==> src/ccr_pkg.sv <==
package ccr_pkg;

    // ************************************************************
    // Register map (byte addresses = printed offsets x 4)
    // ************************************************************
    localparam logic [7:0] IDX_RESERVED = 8'h00;   // Reserved register index
    localparam logic [7:0] IDX_COMMAND = 8'h01;    // Command register index
    localparam logic [7:0] IDX_IRQ_STATUS = 8'h02; // Sticky event status index
    localparam logic [7:0] IDX_IRQ_MASK = 8'h03;   // Event mask index

    // ************************************************************
    // Field positions and reset values
    // ************************************************************
    localparam int RX_OFF_BIT = 5;                  // Receiver shutdown bit
    localparam int SLEEP_BIT = 4;                   // Soft sleep bit
    localparam logic [7:0] RESERVED_RESET = 8'h00;  // Reserved reg reset
    localparam logic [7:0] COMMAND_RESET = 8'h20;   // Command reg reset
    localparam logic [1:0] IRQ_RESET = 2'h0;        // Status/mask reset

    // Event bits in status and mask
    localparam int EV_IDLE = 0;                     // Command finished
    localparam int EV_AWAKE = 1;                    // Wake-up completed

    // ************************************************************
    // Command codes
    // ************************************************************
    localparam logic [3:0] CMD_IDLE = 4'h0;         // Idle
    localparam logic [3:0] CMD_MEM = 4'h1;          // Generic short command
    localparam logic [3:0] CMD_TRANSMIT = 4'h4;     // Generic short command
    localparam logic [3:0] CMD_SOFT_RESTART = 4'hf; // Soft restart

    // ************************************************************
    // Timing
    // ************************************************************
    localparam int CLK_PERIOD_NS = 5;               // 200 MHz clock
    localparam int WAKE_TIME_NS = 100;              // Wake-up duration
    localparam int WAKE_CYCLES = (WAKE_TIME_NS + CLK_PERIOD_NS - 1) / CLK_PERIOD_NS;
    localparam int EXEC_TIME_NS = 50;               // Command run time
    localparam int EXEC_CYCLES = (EXEC_TIME_NS + CLK_PERIOD_NS - 1) / CLK_PERIOD_NS;

    // ************************************************************
    // Types
    // ************************************************************
    typedef enum logic [1:0] {
        CCR_AWAKE = 2'b00,
        CCR_SLEEP = 2'b01,
        CCR_WAKING = 2'b11
    } ccr_power_e;

    // Bundle from the command sequencer
    typedef struct packed {
        logic done;          // Command finished, field back to idle
        logic busy;          // Command executing
    } ccr_seq_s;

endpackage : ccr_pkg

==> src/ccr_command_control.sv <==
`timescale 1ns/1ps

module ccr_command_control (
    // Clock and reset
    input wire logic clock_i,
    input wire logic reset_n_i,
    // APB slave
    input wire logic psel_i,
    input wire logic penable_i,
    input wire logic pwrite_i,
    input wire logic [11:0] paddr_i,
    input wire logic [31:0] pwdata_i,
    output logic [31:0] prdata_o,
    output logic pready_o,
    output logic pslverr_o,
    // Analogue and power controls
    output logic receiver_shutdown_o,
    output logic soft_sleep_o,
    // Interrupt
    output logic irq_o
);

    // ************************************************************
    // Helpers
    // ************************************************************

    // True for codes the sequencer can run
    function automatic logic is_supported(input logic [3:0] code);
        is_supported = (code == ccr_pkg::CMD_MEM) || (code == ccr_pkg::CMD_TRANSMIT) ||
                       (code == ccr_pkg::CMD_SOFT_RESTART);
    endfunction : is_supported

    // Register index from a byte address, or all ones if not aligned or if either of address bits 11:10 is set
    function automatic logic [7:0] reg_index(input logic [11:0] addr);
        reg_index = (addr[1:0] == 2'b00 && addr[11:10] == 2'b00) ? addr[9:2] : 8'hff;
    endfunction : reg_index

    // ************************************************************
    // State
    // ************************************************************
    typedef struct packed {
        logic rx_off;                   // Receiver shutdown bit
        logic sleep_req;                // Software sleep request
        ccr_pkg::ccr_power_e power;     // Power phase
        logic [7:0] wake_count;         // Wake-up cycles left
        logic [3:0] command;            // Running command code
        logic [1:0] status;             // Sticky events
        logic [1:0] mask;               // Event mask
        logic start;                    // Launch pulse to sequencer
        logic [31:0] rdata;             // Read data
        logic ready;                    // Access answer
        logic slverr;                   // Unmapped access answer
        logic irq;                      // Interrupt line
    } ccr_state_s;

    ccr_state_s state;        // Registered state
    ccr_state_s next_state;   // Next state
    ccr_pkg::ccr_seq_s seq;   // Sequencer status

    // ************************************************************
    // Command sequencer
    // ************************************************************
    ccr_sequencer u_sequencer (
        .clock_i(clock_i),
        .reset_n_i(reset_n_i),
        .start_i(state.start),
        .seq_o(seq)
    );

    // ************************************************************
    // Next-state logic
    // ************************************************************
    always_comb begin
        logic [7:0] idx;
        logic wr;
        logic rd;
        logic [1:0] events;
        logic sleep_bit;
        idx = reg_index(paddr_i);
        wr = 1'b0;
        rd = 1'b0;
        events = 2'b00;
        sleep_bit = 1'b0;
        next_state = state;
        next_state.start = 1'b0;
        next_state.ready = 1'b0;
        next_state.slverr = 1'b0;

        // Access phase answered one cycle after it begins
        if (psel_i && penable_i && !state.ready) begin
            next_state.ready = 1'b1;
            wr = pwrite_i;
            rd = !pwrite_i;
        end

        // Sequencer finished: field back to idle
        if (seq.done && state.command != ccr_pkg::CMD_IDLE) begin
            next_state.command = ccr_pkg::CMD_IDLE;
            events[ccr_pkg::EV_IDLE] = 1'b1;
        end

        // Wake-up countdown
        unique case (state.power)
            ccr_pkg::CCR_AWAKE: begin
                // Nothing to count
            end
            ccr_pkg::CCR_SLEEP: begin
                if (!state.sleep_req) begin
                    next_state.power = ccr_pkg::CCR_WAKING;
                    next_state.wake_count = 8'(ccr_pkg::WAKE_CYCLES);
                end
            end
            ccr_pkg::CCR_WAKING: begin
                if (state.sleep_req) begin
                    next_state.power = ccr_pkg::CCR_SLEEP;
                end else if (state.wake_count <= 8'h01) begin
                    next_state.power = ccr_pkg::CCR_AWAKE;
                    next_state.wake_count = 8'h00;
                    events[ccr_pkg::EV_AWAKE] = 1'b1;
                end else begin
                    next_state.wake_count = state.wake_count - 8'h01;
                end
            end
            default: begin
                next_state.power = ccr_pkg::CCR_AWAKE;
            end
        endcase

        // Register writes
        if (wr) begin
            unique case (idx)
                ccr_pkg::IDX_RESERVED: begin
                    // No storage behind this offset
                end
                ccr_pkg::IDX_COMMAND: begin
                    next_state.rx_off = pwdata_i[ccr_pkg::RX_OFF_BIT];
                    // Restart running or being written blocks sleep
                    if (pwdata_i[ccr_pkg::SLEEP_BIT] && state.command != ccr_pkg::CMD_SOFT_RESTART &&
                        pwdata_i[3:0] != ccr_pkg::CMD_SOFT_RESTART) begin
                        next_state.sleep_req = 1'b1;
                        next_state.power = ccr_pkg::CCR_SLEEP;
                    end else begin
                        next_state.sleep_req = 1'b0;
                    end
                    if (pwdata_i[3:0] == ccr_pkg::CMD_IDLE) begin
                        // Software idle stops the command, no event
                        next_state.command = ccr_pkg::CMD_IDLE;
                    end else if (is_supported(pwdata_i[3:0])) begin
                        next_state.command = pwdata_i[3:0];
                        next_state.start = 1'b1;
                    end else begin
                        next_state.command = ccr_pkg::CMD_IDLE;
                        events[ccr_pkg::EV_IDLE] = 1'b1;
                    end
                end
                ccr_pkg::IDX_IRQ_STATUS: begin
                    next_state.status = state.status & ~pwdata_i[1:0];
                end
                ccr_pkg::IDX_IRQ_MASK: begin
                    next_state.mask = pwdata_i[1:0];
                end
                default: begin
                    next_state.slverr = 1'b1;
                end
            endcase
        end

        // Events win over a clearing write in the same cycle
        next_state.status = next_state.status | events;

        // Read data
        next_state.rdata = 32'h0000_0000;
        if (rd) begin
            unique case (idx)
                ccr_pkg::IDX_RESERVED: begin
                    next_state.rdata = {24'h00_0000, ccr_pkg::RESERVED_RESET};
                end
                ccr_pkg::IDX_COMMAND: begin
                    sleep_bit = (state.power != ccr_pkg::CCR_AWAKE);
                    next_state.rdata = {26'h000_0000, state.rx_off, sleep_bit, 4'h0};
                    next_state.rdata[3:0] = state.command;
                end
                ccr_pkg::IDX_IRQ_STATUS: begin
                    next_state.rdata = {30'h0000_0000, state.status};
                end
                ccr_pkg::IDX_IRQ_MASK: begin
                    next_state.rdata = {30'h0000_0000, state.mask};
                end
                default: begin
                    next_state.slverr = 1'b1;
                end
            endcase
        end

        // Level interrupt from unmasked sticky events
        next_state.irq = |(next_state.status & next_state.mask);
    end

    // ************************************************************
    // State register
    // ************************************************************
    always_ff @(posedge clock_i or negedge reset_n_i) begin
        if (!reset_n_i) begin
            state.rx_off <= ccr_pkg::COMMAND_RESET[ccr_pkg::RX_OFF_BIT];
            state.sleep_req <= ccr_pkg::COMMAND_RESET[ccr_pkg::SLEEP_BIT];
            state.power <= ccr_pkg::CCR_AWAKE;
            state.wake_count <= 8'h00;
            state.command <= ccr_pkg::COMMAND_RESET[3:0];
            state.status <= ccr_pkg::IRQ_RESET;
            state.mask <= ccr_pkg::IRQ_RESET;
            state.start <= 1'b0;
            state.rdata <= 32'h0000_0000;
            state.ready <= 1'b0;
            state.slverr <= 1'b0;
            state.irq <= 1'b0;
        end else begin
            state <= next_state;
        end
    end

    // ************************************************************
    // Outputs, all from flip-flops
    // ************************************************************
    assign prdata_o = state.rdata;
    assign pready_o = state.ready;
    assign pslverr_o = state.slverr;
    assign receiver_shutdown_o = state.rx_off;
    assign soft_sleep_o = state.sleep_req;
    assign irq_o = state.irq;

endmodule : ccr_command_control

==> src/ccr_sequencer.sv <==
`timescale 1ns/1ps

// Runs a launched command for a fixed time, then reports completion
module ccr_sequencer (
    // Clock and reset
    input wire logic clock_i,
    input wire logic reset_n_i,
    // Launch
    input wire logic start_i,
    // Status
    output ccr_pkg::ccr_seq_s seq_o
);

    // ************************************************************
    // State
    // ************************************************************
    typedef struct packed {
        logic [7:0] count;   // Cycles left
        logic busy;          // Running
        logic done;          // Finish pulse
    } ccr_seq_state_s;

    ccr_seq_state_s state;      // Registered state
    ccr_seq_state_s next_state; // Next state

    // Next-state logic
    always_comb begin
        next_state = state;
        next_state.done = 1'b0;
        if (start_i) begin
            // Restart timing on every launch
            next_state.busy = 1'b1;
            next_state.count = 8'(ccr_pkg::EXEC_CYCLES);
        end else if (state.busy) begin
            if (state.count <= 8'h01) begin
                next_state.busy = 1'b0;
                next_state.done = 1'b1;
                next_state.count = 8'h00;
            end else begin
                next_state.count = state.count - 8'h01;
            end
        end
    end

    // State register
    always_ff @(posedge clock_i or negedge reset_n_i) begin
        if (!reset_n_i) begin
            state <= '0;
        end else begin
            state <= next_state;
        end
    end

    assign seq_o.done = state.done;
    assign seq_o.busy = state.busy;

endmodule : ccr_sequencer

==> config.mk <==
export PLATFORM = sky130hd
export DESIGN_NAME = ccr_command_control
export DESIGN_NICKNAME = d
export VERILOG_FILES = /design/src/ccr_pkg.sv /design/src/ccr_command_control.sv /design/src/ccr_sequencer.sv
export SDC_FILE = /design/constraint.sdc
export NUM_CORES = 1
export LEC_CHECK = 0
export BUFFER_PORTS_ARGS = -buffer_cell sky130_fd_sc_hd__buf_2
export CORE_MARGIN = 2
export CORE_UTILIZATION = 49
export CTS_CLUSTER_SIZE = 30
export DETAILED_ROUTE_END_ITERATION = 10
export PLACE_DENSITY = 0.77
export SLEW_MARGIN = 10
export SYNTH_ARGS = -nofsm -noshare
export SYNTH_HDL_FRONTEND = slang
export SYNTH_SLANG_ARGS = --single-unit
==> constraint.sdc <==
create_clock -name clock_i -period 3 [get_ports clock_i]
set_clock_uncertainty 0.15 [all_clocks]
set_input_delay 0.3 -clock clock_i [delete_from_list [all_inputs] [get_ports clock_i]]
set_output_delay 0.3 -clock clock_i [all_outputs]
set_load 0.02 [all_outputs]
**Yosys cells after proc, flatten, opt, wreduce, memory -nomap -nowiden**

Index checks and enable logic that the tools add are counted.

- Flip-flop bits (word level): 66
- Bits in latches: 0
- RAM bits: 0
- Bits in read-only memories: 0
- Input bits: 49
- Output and inout bits: 37
- Word-level logic and storage cells: 102
- Memories: 0

- $add $sub $neg: 2
- Multiply operators: 0
- Div/mod/pow operators: 0
- Order comparisons: 2
- Equality and inequality tests: 12
- Shift-type cells: 0
- Muxes and demuxes: 44
- Bitwise gates (word level): 4
- Reductions and logical operators: 23

Operators with widths:

| operator | count |
|---|---|
| 2-to-1 mux 8 bit | 4 |
| 2-to-1 mux 1 bit | 20 |
| 2-to-1 mux 10 bit | 2 |
| 2-to-1 mux 9 bit | 2 |
| case mux 6 bit (3 select lines) | 1 |
| == test 8 x 2 -> 1 bit, second input constant | 2 |
| less-or-equal comparator 8 x 1 -> 1 bit, second input constant | 2 |
| 2-to-1 mux 2 bit | 8 |
| 2-to-1 mux 4 bit | 4 |
| case mux 8 bit (2 select lines) | 1 |
| subtractor 8 x 1 -> 8 bit, second input constant | 2 |
| == test 8 x 1 -> 1 bit, second input constant | 1 |
| logical NOT 8 bit | 1 |
| inequality test 4 bit, second input constant | 2 |
| logical AND 1 bit | 6 |
| logical NOT 2 bit | 3 |
| 2-to-1 mux 6 bit | 1 |
| case mux 2 bit (3 select lines) | 1 |
| nonzero test 2 bit | 3 |
| bitwise AND 2 bit | 2 |
| == test 4 x 1 -> 1 bit, second input constant | 1 |
| == test 4 x 3 -> 1 bit, second input constant | 1 |
| == test 4 bit, second input constant | 1 |
| logical NOT 4 bit | 1 |
| other kinds (12) | 15 |

**Depth between registers and ports, before layout**

Gate-level depths: netlist of run 1.

- Depth after elaboration: 10
- Mapped depth: 7

**By module**

A second synthesis of run 1 with hierarchy kept.

- Cell total of the unflattened synthesis: 231
- Area total of the unflattened synthesis: 2252.2 sq um

Modules (own cells, without submodules):

| module | instances | cells each | area an instance (sq um) |
|---|---|---|---|
| ccr_command_control | 1 | 175 | 1712.9 |
| ccr_sequencer | 1 | 56 | 539.3 |

**Worst setup path before layout of run 1**

Ideal clock, no wire load.

- Path type: input port to flip-flop
- Start point: input port paddr_i[4]
- End point: register state, in the netlist irq_o
- Arrival time: 2.060 ns
- Required time: 2.725 ns
- Slack: 0.665 ns
- Cell stages on the path: 5
- Cells stage by stage: or4_4 -> or4_4 -> nor3b_2 -> mux2_2 -> o2bb2ai_1

RTL lines:

| element | RTL line | RTL |
|---|---|---|
| from (decl) | ccr_command_control.sv:11 | `input wire logic [11:0] paddr_i,` |
| to (signal assigned) | ccr_command_control.sv:217 | `state <= next_state;` |
| to (decl) | ccr_command_control.sv:56 | `ccr_state_s state;` |

**Worst setup path in the final report of run 1**

- Start point: register state[48] (netlist name)
- End point: register state[50] (netlist name)

- Longest elaborated chain between the ends: 4
- Elaborated cells on any way between the ends: 5

RTL lines:

| element | RTL line | RTL |
|---|---|---|
| subtractor 8 x 1 -> 8 bit / less-or-equal comparator 8 x 1 -> 1 bit (equally long branches) | ccr_command_control.sv:121, ccr_command_control.sv:116 |  |
| 2-to-1 mux 8 bit (*) | ccr_command_control.sv:116 | `end else if (state.wake_count <= 8'h01) begin` |
| 2-to-1 mux 8 bit (*) | ccr_command_control.sv:114 | `if (state.sleep_req) begin` |
| case mux 8 bit (2 select lines) (*) | ccr_command_control.sv:103 | `unique case (state.power)` |

Every way passes the cells marked *; elsewhere a longest branch is shown, timed or not. The select of a mux whose other input is x is not followed.
A chain may end at the register's enable or synchronous reset.

==> results of run 1 <==
## routing by layer
metal / share of wire [%] / global-route usage (%) / wire [um] / vias up
met5: 0 / 0 / 0 / -
met4: 1.5 / 7.76 / 63 / 0
met3: 6.5 / 3.80 / 270 / 5
met2: 45 / 25.5 / 1880 / 80
met1: 46 / 24.8 / 1920 / 788
li1: - / - / - / 831
## synthesized netlist by cell type, types with 5 or more instances
| cell | instances | area (um2) |
|---|---|---|
| nor2b_1 | 5 | 31.3 |
| buf_4 | 32 | 240 |
| nand3b_1 | 5 | 37.5 |
| nor2_1 | 14 | 52.6 |
| o21ai_0 | 16 | 80.1 |
| a21oi_1 | 8 | 40.0 |
| nor3_1 | 5 | 25.0 |
| nor4_1 | 7 | 43.8 |
| nand2_1 | 25 | 93.8 |
| nand4_1 | 6 | 37.5 |
| inv_1 | 8 | 30.0 |
| dfrtp_1 | 39 | 976 |
## power by group through the flow
stage | sequential [uW] | combinational, uW | clock [uW]
global placement | 663 | 297 | 0
floorplan | 651 | 256 | 0
finish | 655 | 307 | 427
global route | 665 | 350 | 457
detailed placement | 664 | 305 | 0
CTS | 653 | 307 | 436
## worst max-delay path, cell delays in order (launching register included)
cell	delay (ns)
dfrtp_1	0.44
or4_1	0.62
o41ai_2	0.56
or2_2	0.26
nor3_1	0.06
a21o_1	0.15
## cell families after synthesis
| family | after synthesis | share of synthesized area, % |
|---|---|---|
| flops | 40 | 45.2 |
| fa+ha+maj | 4 | 2.26 |
| mux | 5 | 2.43 |
| simple gates | 92 | 23.6 |
| compound gates | 44 | 13.4 |
| other cells | 1 | 0.169 |
| xor+xnor | 1 | 0.395 |
| buf+inv | 42 | 12.5 |
## worst max path at each step
| stage | startpoint | endpoint | cells after the start |
|---|---|---|---|
| 5_1_grt | paddr_i[4] | state[41]$_DFF_PN0_ | 6 |
| 3_3_place_gp | paddr_i[4] | irq_o$_DFF_PN0_ | 6 |
| 4_1_cts | state[48]$_DFFE_PN0P_ | state[50]$_DFFE_PN0P_ | 5 |
| 6_report | state[48]$_DFFE_PN0P_ | state[50]$_DFFE_PN0P_ | 5 |
| 3_5_place_dp | paddr_i[4] | irq_o$_DFF_PN0_ | 6 |
| 2_1_floorplan | paddr_i[4] | irq_o$_DFF_PN0_ | 5 |
## registers in the layout (all words and copies together), names as in the netlist
signal               cells
irq_o                    1
prdata_o                 6
pready_o                 1
pslverr_o                1
receiver_shutdown_o      1
soft_sleep_o             1
state                   19
u_sequencer.seq_o        2
u_sequencer.state        8
## timing repair
item,CTS,global route
gates resized for setup,0,0
hold endpoints to repair,20,0
hold buffers,1,0
## metrics by stage
| stage | cells | total power (uW) |
|---|---|---|
| 5_1_grt | 315 | 1470 |
| 2_1_floorplan | 254 | 907 |
| 3_3_place_gp | 306 | 960 |
| 4_1_cts | 315 | 1400 |
| 6_report | 315 | 1390 |
| 3_5_place_dp | 306 | 969 |
## area by class of cell
class / count / area [um2] / area share [%]
multi-input cells: 172 / 1030 / 42.6
flip-flops and latches: 40 / 1000 / 41.4
clock buffers: 6 / 72.6 / 3.00
well taps: 52 / 65.1 / 2.69
clock inverters: 2 / 35.0 / 1.45
inverters: 8 / 30.0 / 1.24
repair buffers: 35 / 183 / 7.55
==> impl_metrics.tcl, run 1 <==
set metrics [dict create \
    worst_pin_slew_ns 0.858 \
    ir_worst_vdd_v 0.000251 \
    die_x_um 71.3 \
    clkTransAtPathRegs_ns 0.08 \
    gr-total-overflow 0 \
    finalCritPeriodShare_pct 78.5 \
    power.switching_uw 440 \
    syn-instance-count 229 \
    critPathRequiredTime_ns 3.04 \
    synth_area_um2 2220 \
    io-pin-count 86 \
    fin_util_pct 55.5 \
    status "complete, no violations" \
    grt_start_max_net_pins 41 \
    hpwl_um 2990 \
    syn_to_final_growth_pct 9.09 \
    r2r_cells 5 \
    crit_fanout 7 \
    r2r-start "state[48]$_DFFE_PN0P_" \
    cts_tree "built" \
    seqPwrFrac_pct 47.1 \
    final_layout_size_suffix_gt1_share_pct 21.3 \
    cts_root_buffer "clkbuf_8" \
    port_buffers 33 \
    max_cap_violations 0 \
    grt_usage_pct 17.4 \
    hold_class "input pin to flip-flop" \
    holdPathEnd "receiver_shutdown_o$_DFFE_PN1P_" \
    die_y_um 71.3 \
    fillers 369 \
    placed_area_um2 2300 \
    synth-main-ff-cell "dfrtp_1" \
    core-area_um2 4350 \
    holdWs_ns 0.0523 \
    synth_edf_count 0 \
    fin_ws_ns 0.645 \
    finalMaxSlewViolations 0 \
    cts_setup_buffers 0 \
    yosysUniqueCellTypes 49 \
    async_flop_share_pct 100 \
    worstPathArrival_ns 2.39 \
    ys_seq_area_share_pct 45.2 \
    p_comb_share_pct 22.1 \
    p_int_uw 949 \
    drt_wl_total_um 4130 \
    mostFrequentLayoutCells "39 x dfrtp_1, 33 x buf_2, 26 x conb_1" \
    finalSetupViolations 0 \
    grt_pass1_wl_um 6930 \
    fin_nets 315 \
    fp-row-count 24 \
    crit_path_start_kind "flip-flop" \
    crit_path_end_kind "flip-flop" \
    syn-mean-instance-area_um2 9.68 \
    worstHoldStart "pwdata_i[5]" \
    dr.pass1.iters 4 \
    power_frac_clock_pct 30.8 \
    die-area_um2 5080 \
    gp_congestion 0.887 \
    max-slew-margin-rel_pct 42.8 \
    tns_ns 0 \
    vias_per_cell 5.41 \
    rsz0062_at_grt "false" \
    dpl_worst_slack_ns 0.479 \
    wl_per_cell_um 13.1 \
    layout_commonest_cell "dfrtp_1" \
    drc 0 \
    drtAntennaViolNets 0 \
    yosysWarnings 0 \
    antenna_cells 0 \
    start_util_pct 50.9 \
    insertion_delay_ns 0.29 \
    path_class "flip-flop to flip-flop" \
    swShare_pct 31.7 \
    grt_pass1_vias 1500 \
    clkSinkCount 40 \
    power_density_nw_per_um2 575 \
    r2r-end "state[50]$_DFFE_PN0P_" \
    cts_buffer_depth 2 \
    hold_viol 0 \
    leakage_uw 0.00117 \
    vias 1704 \
    fin_area_um2 2420 \
    htreeDepth 2 \
    drtIter0Drc 188 \
    cts_made_buffers 5 \
    rrSetupSlack_ns 0.64 \
    antenna_found_initial 0 \
    hold_path_depth 3 \
    period_needed_ns 2.36 \
    ys_seq_elements 40 \
    max_freq_mhz 425 \
]
Power figures use the tool's default switching activity.
==> run 2: changes to the inputs <==
CORE_UTILIZATION = 44   (was 49)
PLACE_DENSITY = 0.73   (was 0.77)
clock period = 2.1 ns   (was 3 ns; I/O delays follow)
==> run 2 against run 1 <==
Net effect:
- setup slack worse by 0.57 ns
- first-iteration DRC count shrank 68%
- routed wire length grew 5.4%
- via count rose by 5.0%
- register-to-register slack got worse by 0.55 ns
- die area grew 11%
- non-clock buffer count grew 19
- clock-buffer cell count is 2 higher
- critical endpoint is now irq_o$_DFF_PN0_
- largest cell class unchanged
==> impl_metrics.tcl, run 2 (synthesis results as in run 1) <==
set metrics [dict create \
    status "complete, no violations" \
    dr.pass1.iters 4 \
    hold_class "input pin to flip-flop" \
    p_comb_share_pct 27.9 \
    cts_made_buffers 5 \
    start_util_pct 46.3 \
    die_x_um 75.0 \
    dpl_worst_slack_ns -0.242 \
    grt_usage_pct 17.0 \
    layout_commonest_cell "dfrtp_1" \
    r2r-start "state[48]$_DFFE_PN0P_" \
    hold_viol 0 \
    wl_per_cell_um 12.5 \
    vias 1789 \
    power_density_nw_per_um2 768 \
    path_class "input pin to flip-flop" \
    largest_register_ff_count 19 \
    rrSetupSlack_ns 0.09 \
    rsz0062_at_grt "false" \
    grt_pass1_wl_um 7160 \
    hold_path_depth 2 \
    crit_fanout 3 \
    cts_root_buffer "clkbuf_8" \
    max_freq_mhz 493 \
    gp_congestion 0.820 \
    grt_start_max_net_pins 41 \
    leakage_uw 0.00128 \
    power.switching_uw 661 \
    crit_path_start_kind "input pin" \
    fin_area_um2 2620 \
    drtIter0Drc 61 \
    port_buffers 33 \
    drt_wl_total_um 4350 \
    antenna_found_initial 0 \
    hpwl_um 3140 \
    final_layout_size_suffix_gt1_share_pct 28.4 \
    tns_ns 0 \
    period_needed_ns 2.03 \
    swShare_pct 32.8 \
    ir_worst_vdd_v 0.000352 \
    worstPathArrival_ns 2.05 \
    fin_nets 334 \
    p_int_uw 1350 \
    finalCritPeriodShare_pct 96.6 \
    fin_util_pct 54.8 \
    fin_ws_ns 0.0708 \
    critPathRequiredTime_ns 2.12 \
    mostFrequentLayoutCells "38 x dfrtp_1, 33 x buf_2, 26 x conb_1" \
    htreeDepth 2 \
    clkTransAtPathRegs_ns 0.07 \
    holdPathEnd "prdata_o[1]$_DFF_PN0_" \
    finalMaxSlewViolations 0 \
    drtAntennaViolNets 0 \
    syn_to_final_growth_pct 18.2 \
    clkSinkCount 40 \
    gr-total-overflow 0 \
    crit_path_end_kind "flip-flop" \
    die_y_um 75.0 \
    fillers 439 \
    r2r-end "irq_o$_DFF_PN0_" \
    max_cap_violations 0 \
    vias_per_cell 5.13 \
    regMostFlops "state" \
    worstHoldStart "pwrite_i" \
    insertion_delay_ns 0.29 \
    placed_area_um2 2470 \
    r2r_cells 6 \
    core-area_um2 4790 \
    fp-row-count 25 \
    drc 0 \
    antenna_cells 0 \
    cts_buffer_depth 2 \
    io-pin-count 86 \
    power_frac_clock_pct 25.8 \
    seqPwrFrac_pct 46.3 \
    finalSetupViolations 0 \
    cts_tree "built" \
    die-area_um2 5620 \
    grt_pass1_vias 1627 \
]
run 2: changes by cell type in the layout (fill, tap and decap cells not counted), sizes merged:
cell / delta
clkinv: -1
buf: +18
dlygate4sd3: +1
bufinv: -1
clkbuf: +2
run 2: repair_timing:
action | in CTS | in global routing
setup buffers | 0 | 1
hold buffers | 2 | 0
endpoints found under the setup margin | 0 | 5
endpoints found under the hold margin | 41 | 0
resized for setup | 0 | 8
run 2: power by group through the flow:
stage	registers, uW	logic (uW)	clock network [uW]
after global routing	945	626	576
after global placement	937	487	0
after floorplan	930	366	0
final	932	562	520
after detailed placement	940	497	0
after CTS	924	501	541
run 2: metrics by stage:
step	total power [uW]	std cells	hold WS [ns]
floorplan	1300	254	-0.236
global placement	1420	338	0.0450
detailed placement	1440	338	0.0443
CTS	1970	348	0.0141
global route	2150	349	0.0268
finish	2010	349	0.0264
run 2: area by class of cell:
class	count	area, um2	area share (%)
multi-input cells	172	1070	41.0
inverters	8	30.0	1.15
repair buffers	54	340	13.0
well taps	67	83.8	3.20
flip-flops and latches	40	1000	38.3
clock buffers	8	90.1	3.44
run 2: metal layers:
metal	vias to the layer above	GRT usage [%]	wire length (um)
li1	873	-	-
met1	847	21.5	1950
met2	63	27.3	2070
met3	6	4.42	233
met4	0	7.74	92
met5	-	0	0
run 2: critical path, stage by stage:
cell and delay, ns:
buf_2 0.09, or4_4 0.52, or4_4 0.54, nor3b_4 0.23, mux2_4 0.33, o2bb2ai_1 0.13
run 2: worst max-delay path by stage:
stage	from	end	slack, ns	cells after the start
final	paddr_i[4]	irq_o$_DFF_PN0_	0.07	6
after global routing	state[48]$_DFFE_PN0P_	irq_o$_DFF_PN0_	0.002	6
after global placement	paddr_i[4]	prdata_o[2]$_DFF_PN0_	-0.23	7
after floorplan	paddr_i[4]	irq_o$_DFF_PN0_	-0.11	5
after CTS	state[48]$_DFFE_PN0P_	irq_o$_DFF_PN0_	0.04	6
after detailed placement	paddr_i[4]	irq_o$_DFF_PN0_	-0.24	6
==> run 3: changes to the inputs <==
ABC_AREA = 1   (was not set)
==> run 3 against run 2 <==
Net effect:
- flip-flop and latch count unchanged
- setup slack improved by 0.33 ns
- routed wire length down 7.0%
- register-to-register slack gained 0.31 ns
- utilization is 4.3 points lower
- largest power group unchanged
- hold slack improved by 0.025 ns
- critical endpoint is now u_sequencer.state[4]$_DFFE_PN0P_
- power is 0.35% lower
- combinational power fell by 20%
==> impl_metrics.tcl, run 3 <==
set metrics [dict create \
    synth_common_cells "39 x dfrtp_1, 38 x nand2_1, 35 x inv_1" \
    crit_fanout 6 \
    leakage_uw 0.00143 \
    cts_made_buffers 5 \
    met1_usage_pct 18.7 \
    synth-main-ff-cell "dfrtp_1" \
    holdPathEnd "soft_sleep_o$_DFFE_PN0P_" \
    r2r_cells 6 \
    r2r-end "u_sequencer.state[4]$_DFFE_PN0P_" \
    start_util_pct 45.2 \
    grt_start_max_net_pins 41 \
    gr-usage-met3_pct 4.38 \
    mostFrequentLayoutCells "39 x dfrtp_1, 38 x nand2_1, 35 x inv_1" \
    ys_seq_area_share_pct 44.0 \
    layout_commonest_cell "dfrtp_1" \
    die_y_um 76.0 \
    power_frac_clock_pct 33.1 \
    placedCellCount 366 \
    p_int_uw 1370 \
    power_density_nw_per_um2 789 \
    yosysWarnings 0 \
    die-area_um2 5770 \
    synthTopCellsByArea "dfrtp_1 43%, buf_4 11%, nand2_1 6.3%, inv_1 5.8%, nor2_1 4.9%" \
    grt_pass1_vias 1585 \
    busiest_layer "met2" \
    ir_worst_vdd_v 0.000357 \
    rrSetupSlack_ns 0.40 \
    cts_buffer_depth 2 \
    gr-total-overflow 0 \
    io-pin-count 86 \
    hold_viol 0 \
    antenna_cells 0 \
    syn-mean-instance-area_um2 8.51 \
    syn_to_final_growth_pct 11.5 \
    worstPathArrival_ns 1.76 \
    grt_usage_pct 15.0 \
    final_layout_size_suffix_gt1_share_pct 19.3 \
    crit_path_end_kind "flip-flop" \
    holdWs_ns 0.0519 \
    globalRouteMet2Util_pct 24.6 \
    grt_pass1_wl_um 6960 \
    max_freq_mhz 588 \
    async_flop_share_pct 100 \
    hpwl_um 3090 \
    drtIter0Drc 99 \
    seqPwrFrac_pct 44.5 \
    hold_path_depth 3 \
    clkSinkCount 40 \
    swShare_pct 31.5 \
    max_cap_violations 0 \
    ys_seq_elements 40 \
    fp-row-count 26 \
    r2r-start "u_sequencer.state[2]$_DFFE_PN0P_" \
    finalSetupViolations 0 \
    status "complete, no violations" \
    period_needed_ns 1.70 \
    synth_area_um2 2280 \
    fillers 470 \
    hold_class "input pin to flip-flop" \
    cts_root_buffer "clkbuf_8" \
    fin_ws_ns 0.398 \
    finalMaxSlewViolations 0 \
    finalCritPeriodShare_pct 81.0 \
    drc 0 \
    rsz0062_at_grt "false" \
    yosysUniqueCellTypes 34 \
    power.switching_uw 633 \
    p_comb_share_pct 22.4 \
    antenna_found_initial 0 \
    critPathRequiredTime_ns 2.15 \
    insertion_delay_ns 0.30 \
    clkTransAtPathRegs_ns 0.08 \
    yosysMostFrequentCell "dfrtp_1" \
    dpl_worst_slack_ns 0.412 \
    largest_register_ff_count 19 \
    total_power_uw 2010 \
    cts_resized 0 \
    drtAntennaViolNets 0 \
    port_buffers 33 \
    instances_no_fill 376 \
    regMostFlops "state" \
    worstHoldStart "pwdata_i[4]" \
    syn-instance-count 268 \
    drt_wl_total_um 4050 \
    fin_nets 358 \
    synth_edf_count 0 \
    dr.pass1.iters 4 \
    vias 1722 \
    cts_tree "built" \
    core-area_um2 5040 \
    wl_per_cell_um 10.8 \
    crit_path_start_kind "flip-flop" \
    yosys.area.top_type "dfrtp_1" \
    htreeDepth 2 \
    tns_ns 0 \
    vias_per_cell 4.58 \
    synth_top_area_share_pct 42.8 \
    gp_congestion 0.777 \
    path_class "flip-flop to flip-flop" \
    die_x_um 76.0 \
]
[run 3: layout make-up]
class / instances / area (um2) / share of cell area (%)
clock inverter: 2 / 38.8 / 1.53
timing repair buffer: 37 / 200 / 7.87
clock buffer: 6 / 82.6 / 3.25
sequential: 40 / 1000 / 39.4
tap: 70 / 87.6 / 3.44
multi-input combinational: 185 / 996 / 39.2
inverter: 36 / 135 / 5.31
[run 3: worst max-delay path, stage by stage, from the launching register on]
cell and delay (ns):
dfrtp_1 0.40, inv_1 0.09, ha_1 0.26, o21a_1 0.20, nand3_1 0.12, nand3_1 0.20
o22ai_1 0.19
[run 3: how the worst max path moves through the flow]
stage	from	endpoint	slack, ns
floorplan	state[44]$_DFFE_PN0P_	state[49]$_DFFE_PN0P_	0.58
global placement	u_sequencer.state[2]$_DFFE_PN0P_	u_sequencer.state[9]$_DFFE_PN0P_	0.46
detailed placement	u_sequencer.state[2]$_DFFE_PN0P_	u_sequencer.state[2]$_DFFE_PN0P_	0.41
CTS	u_sequencer.state[2]$_DFFE_PN0P_	u_sequencer.state[7]$_DFFE_PN0P_	0.40
global route	state[44]$_DFFE_PN0P_	state[48]$_DFFE_PN0P_	0.25
finish	u_sequencer.state[2]$_DFFE_PN0P_	u_sequencer.state[4]$_DFFE_PN0P_	0.40
[run 3: cell families after synthesis]
kind of cell	share of synthesized area, %
AO/OA/AOI/OAI	6.97
XOR/XNOR	3.84
adder cells (fa/ha/maj)	2.20
buffers and inverters	16.5
flip-flops	44.0
other	0.164
AND/OR/NAND/NOR	26.4
[run 3: layer usage]
| metal | vias up | wire (um) | part of all wire [%] |
|---|---|---|---|
| li1 | 875 | - | - |
| met1 | 793 | 1820 | 45 |
| met2 | 48 | 1920 | 47 |
| met3 | 6 | 242 | 6.0 |
| met4 | 0 | 71 | 1.8 |
| met5 | - | 0 | 0 |
[run 3: per-stage QoR]
stage          util, %  area [um2]
2_1_floorplan        -        2370
3_3_place_gp      47.6        2400
3_5_place_dp      47.6        2400
4_1_cts           50.4        2540
5_1_grt           50.4        2540
6_report          50.4        2540
[run 3: what timing repair did]
item | in CTS | in global routing
buffers inserted | 0 | 0
endpoints found under the hold margin | 40 | 0
hold buffers | 2 | 0
[run 3: power groups by stage]
stage / registers [uW] / logic [uW] / clock network, uW
after floorplan: 899 / 369 / 0
final: 894 / 449 / 664
after global routing: 903 / 531 / 715
after detailed placement: 907 / 452 / 0
after global placement: 902 / 439 / 0
after CTS: 894 / 454 / 685
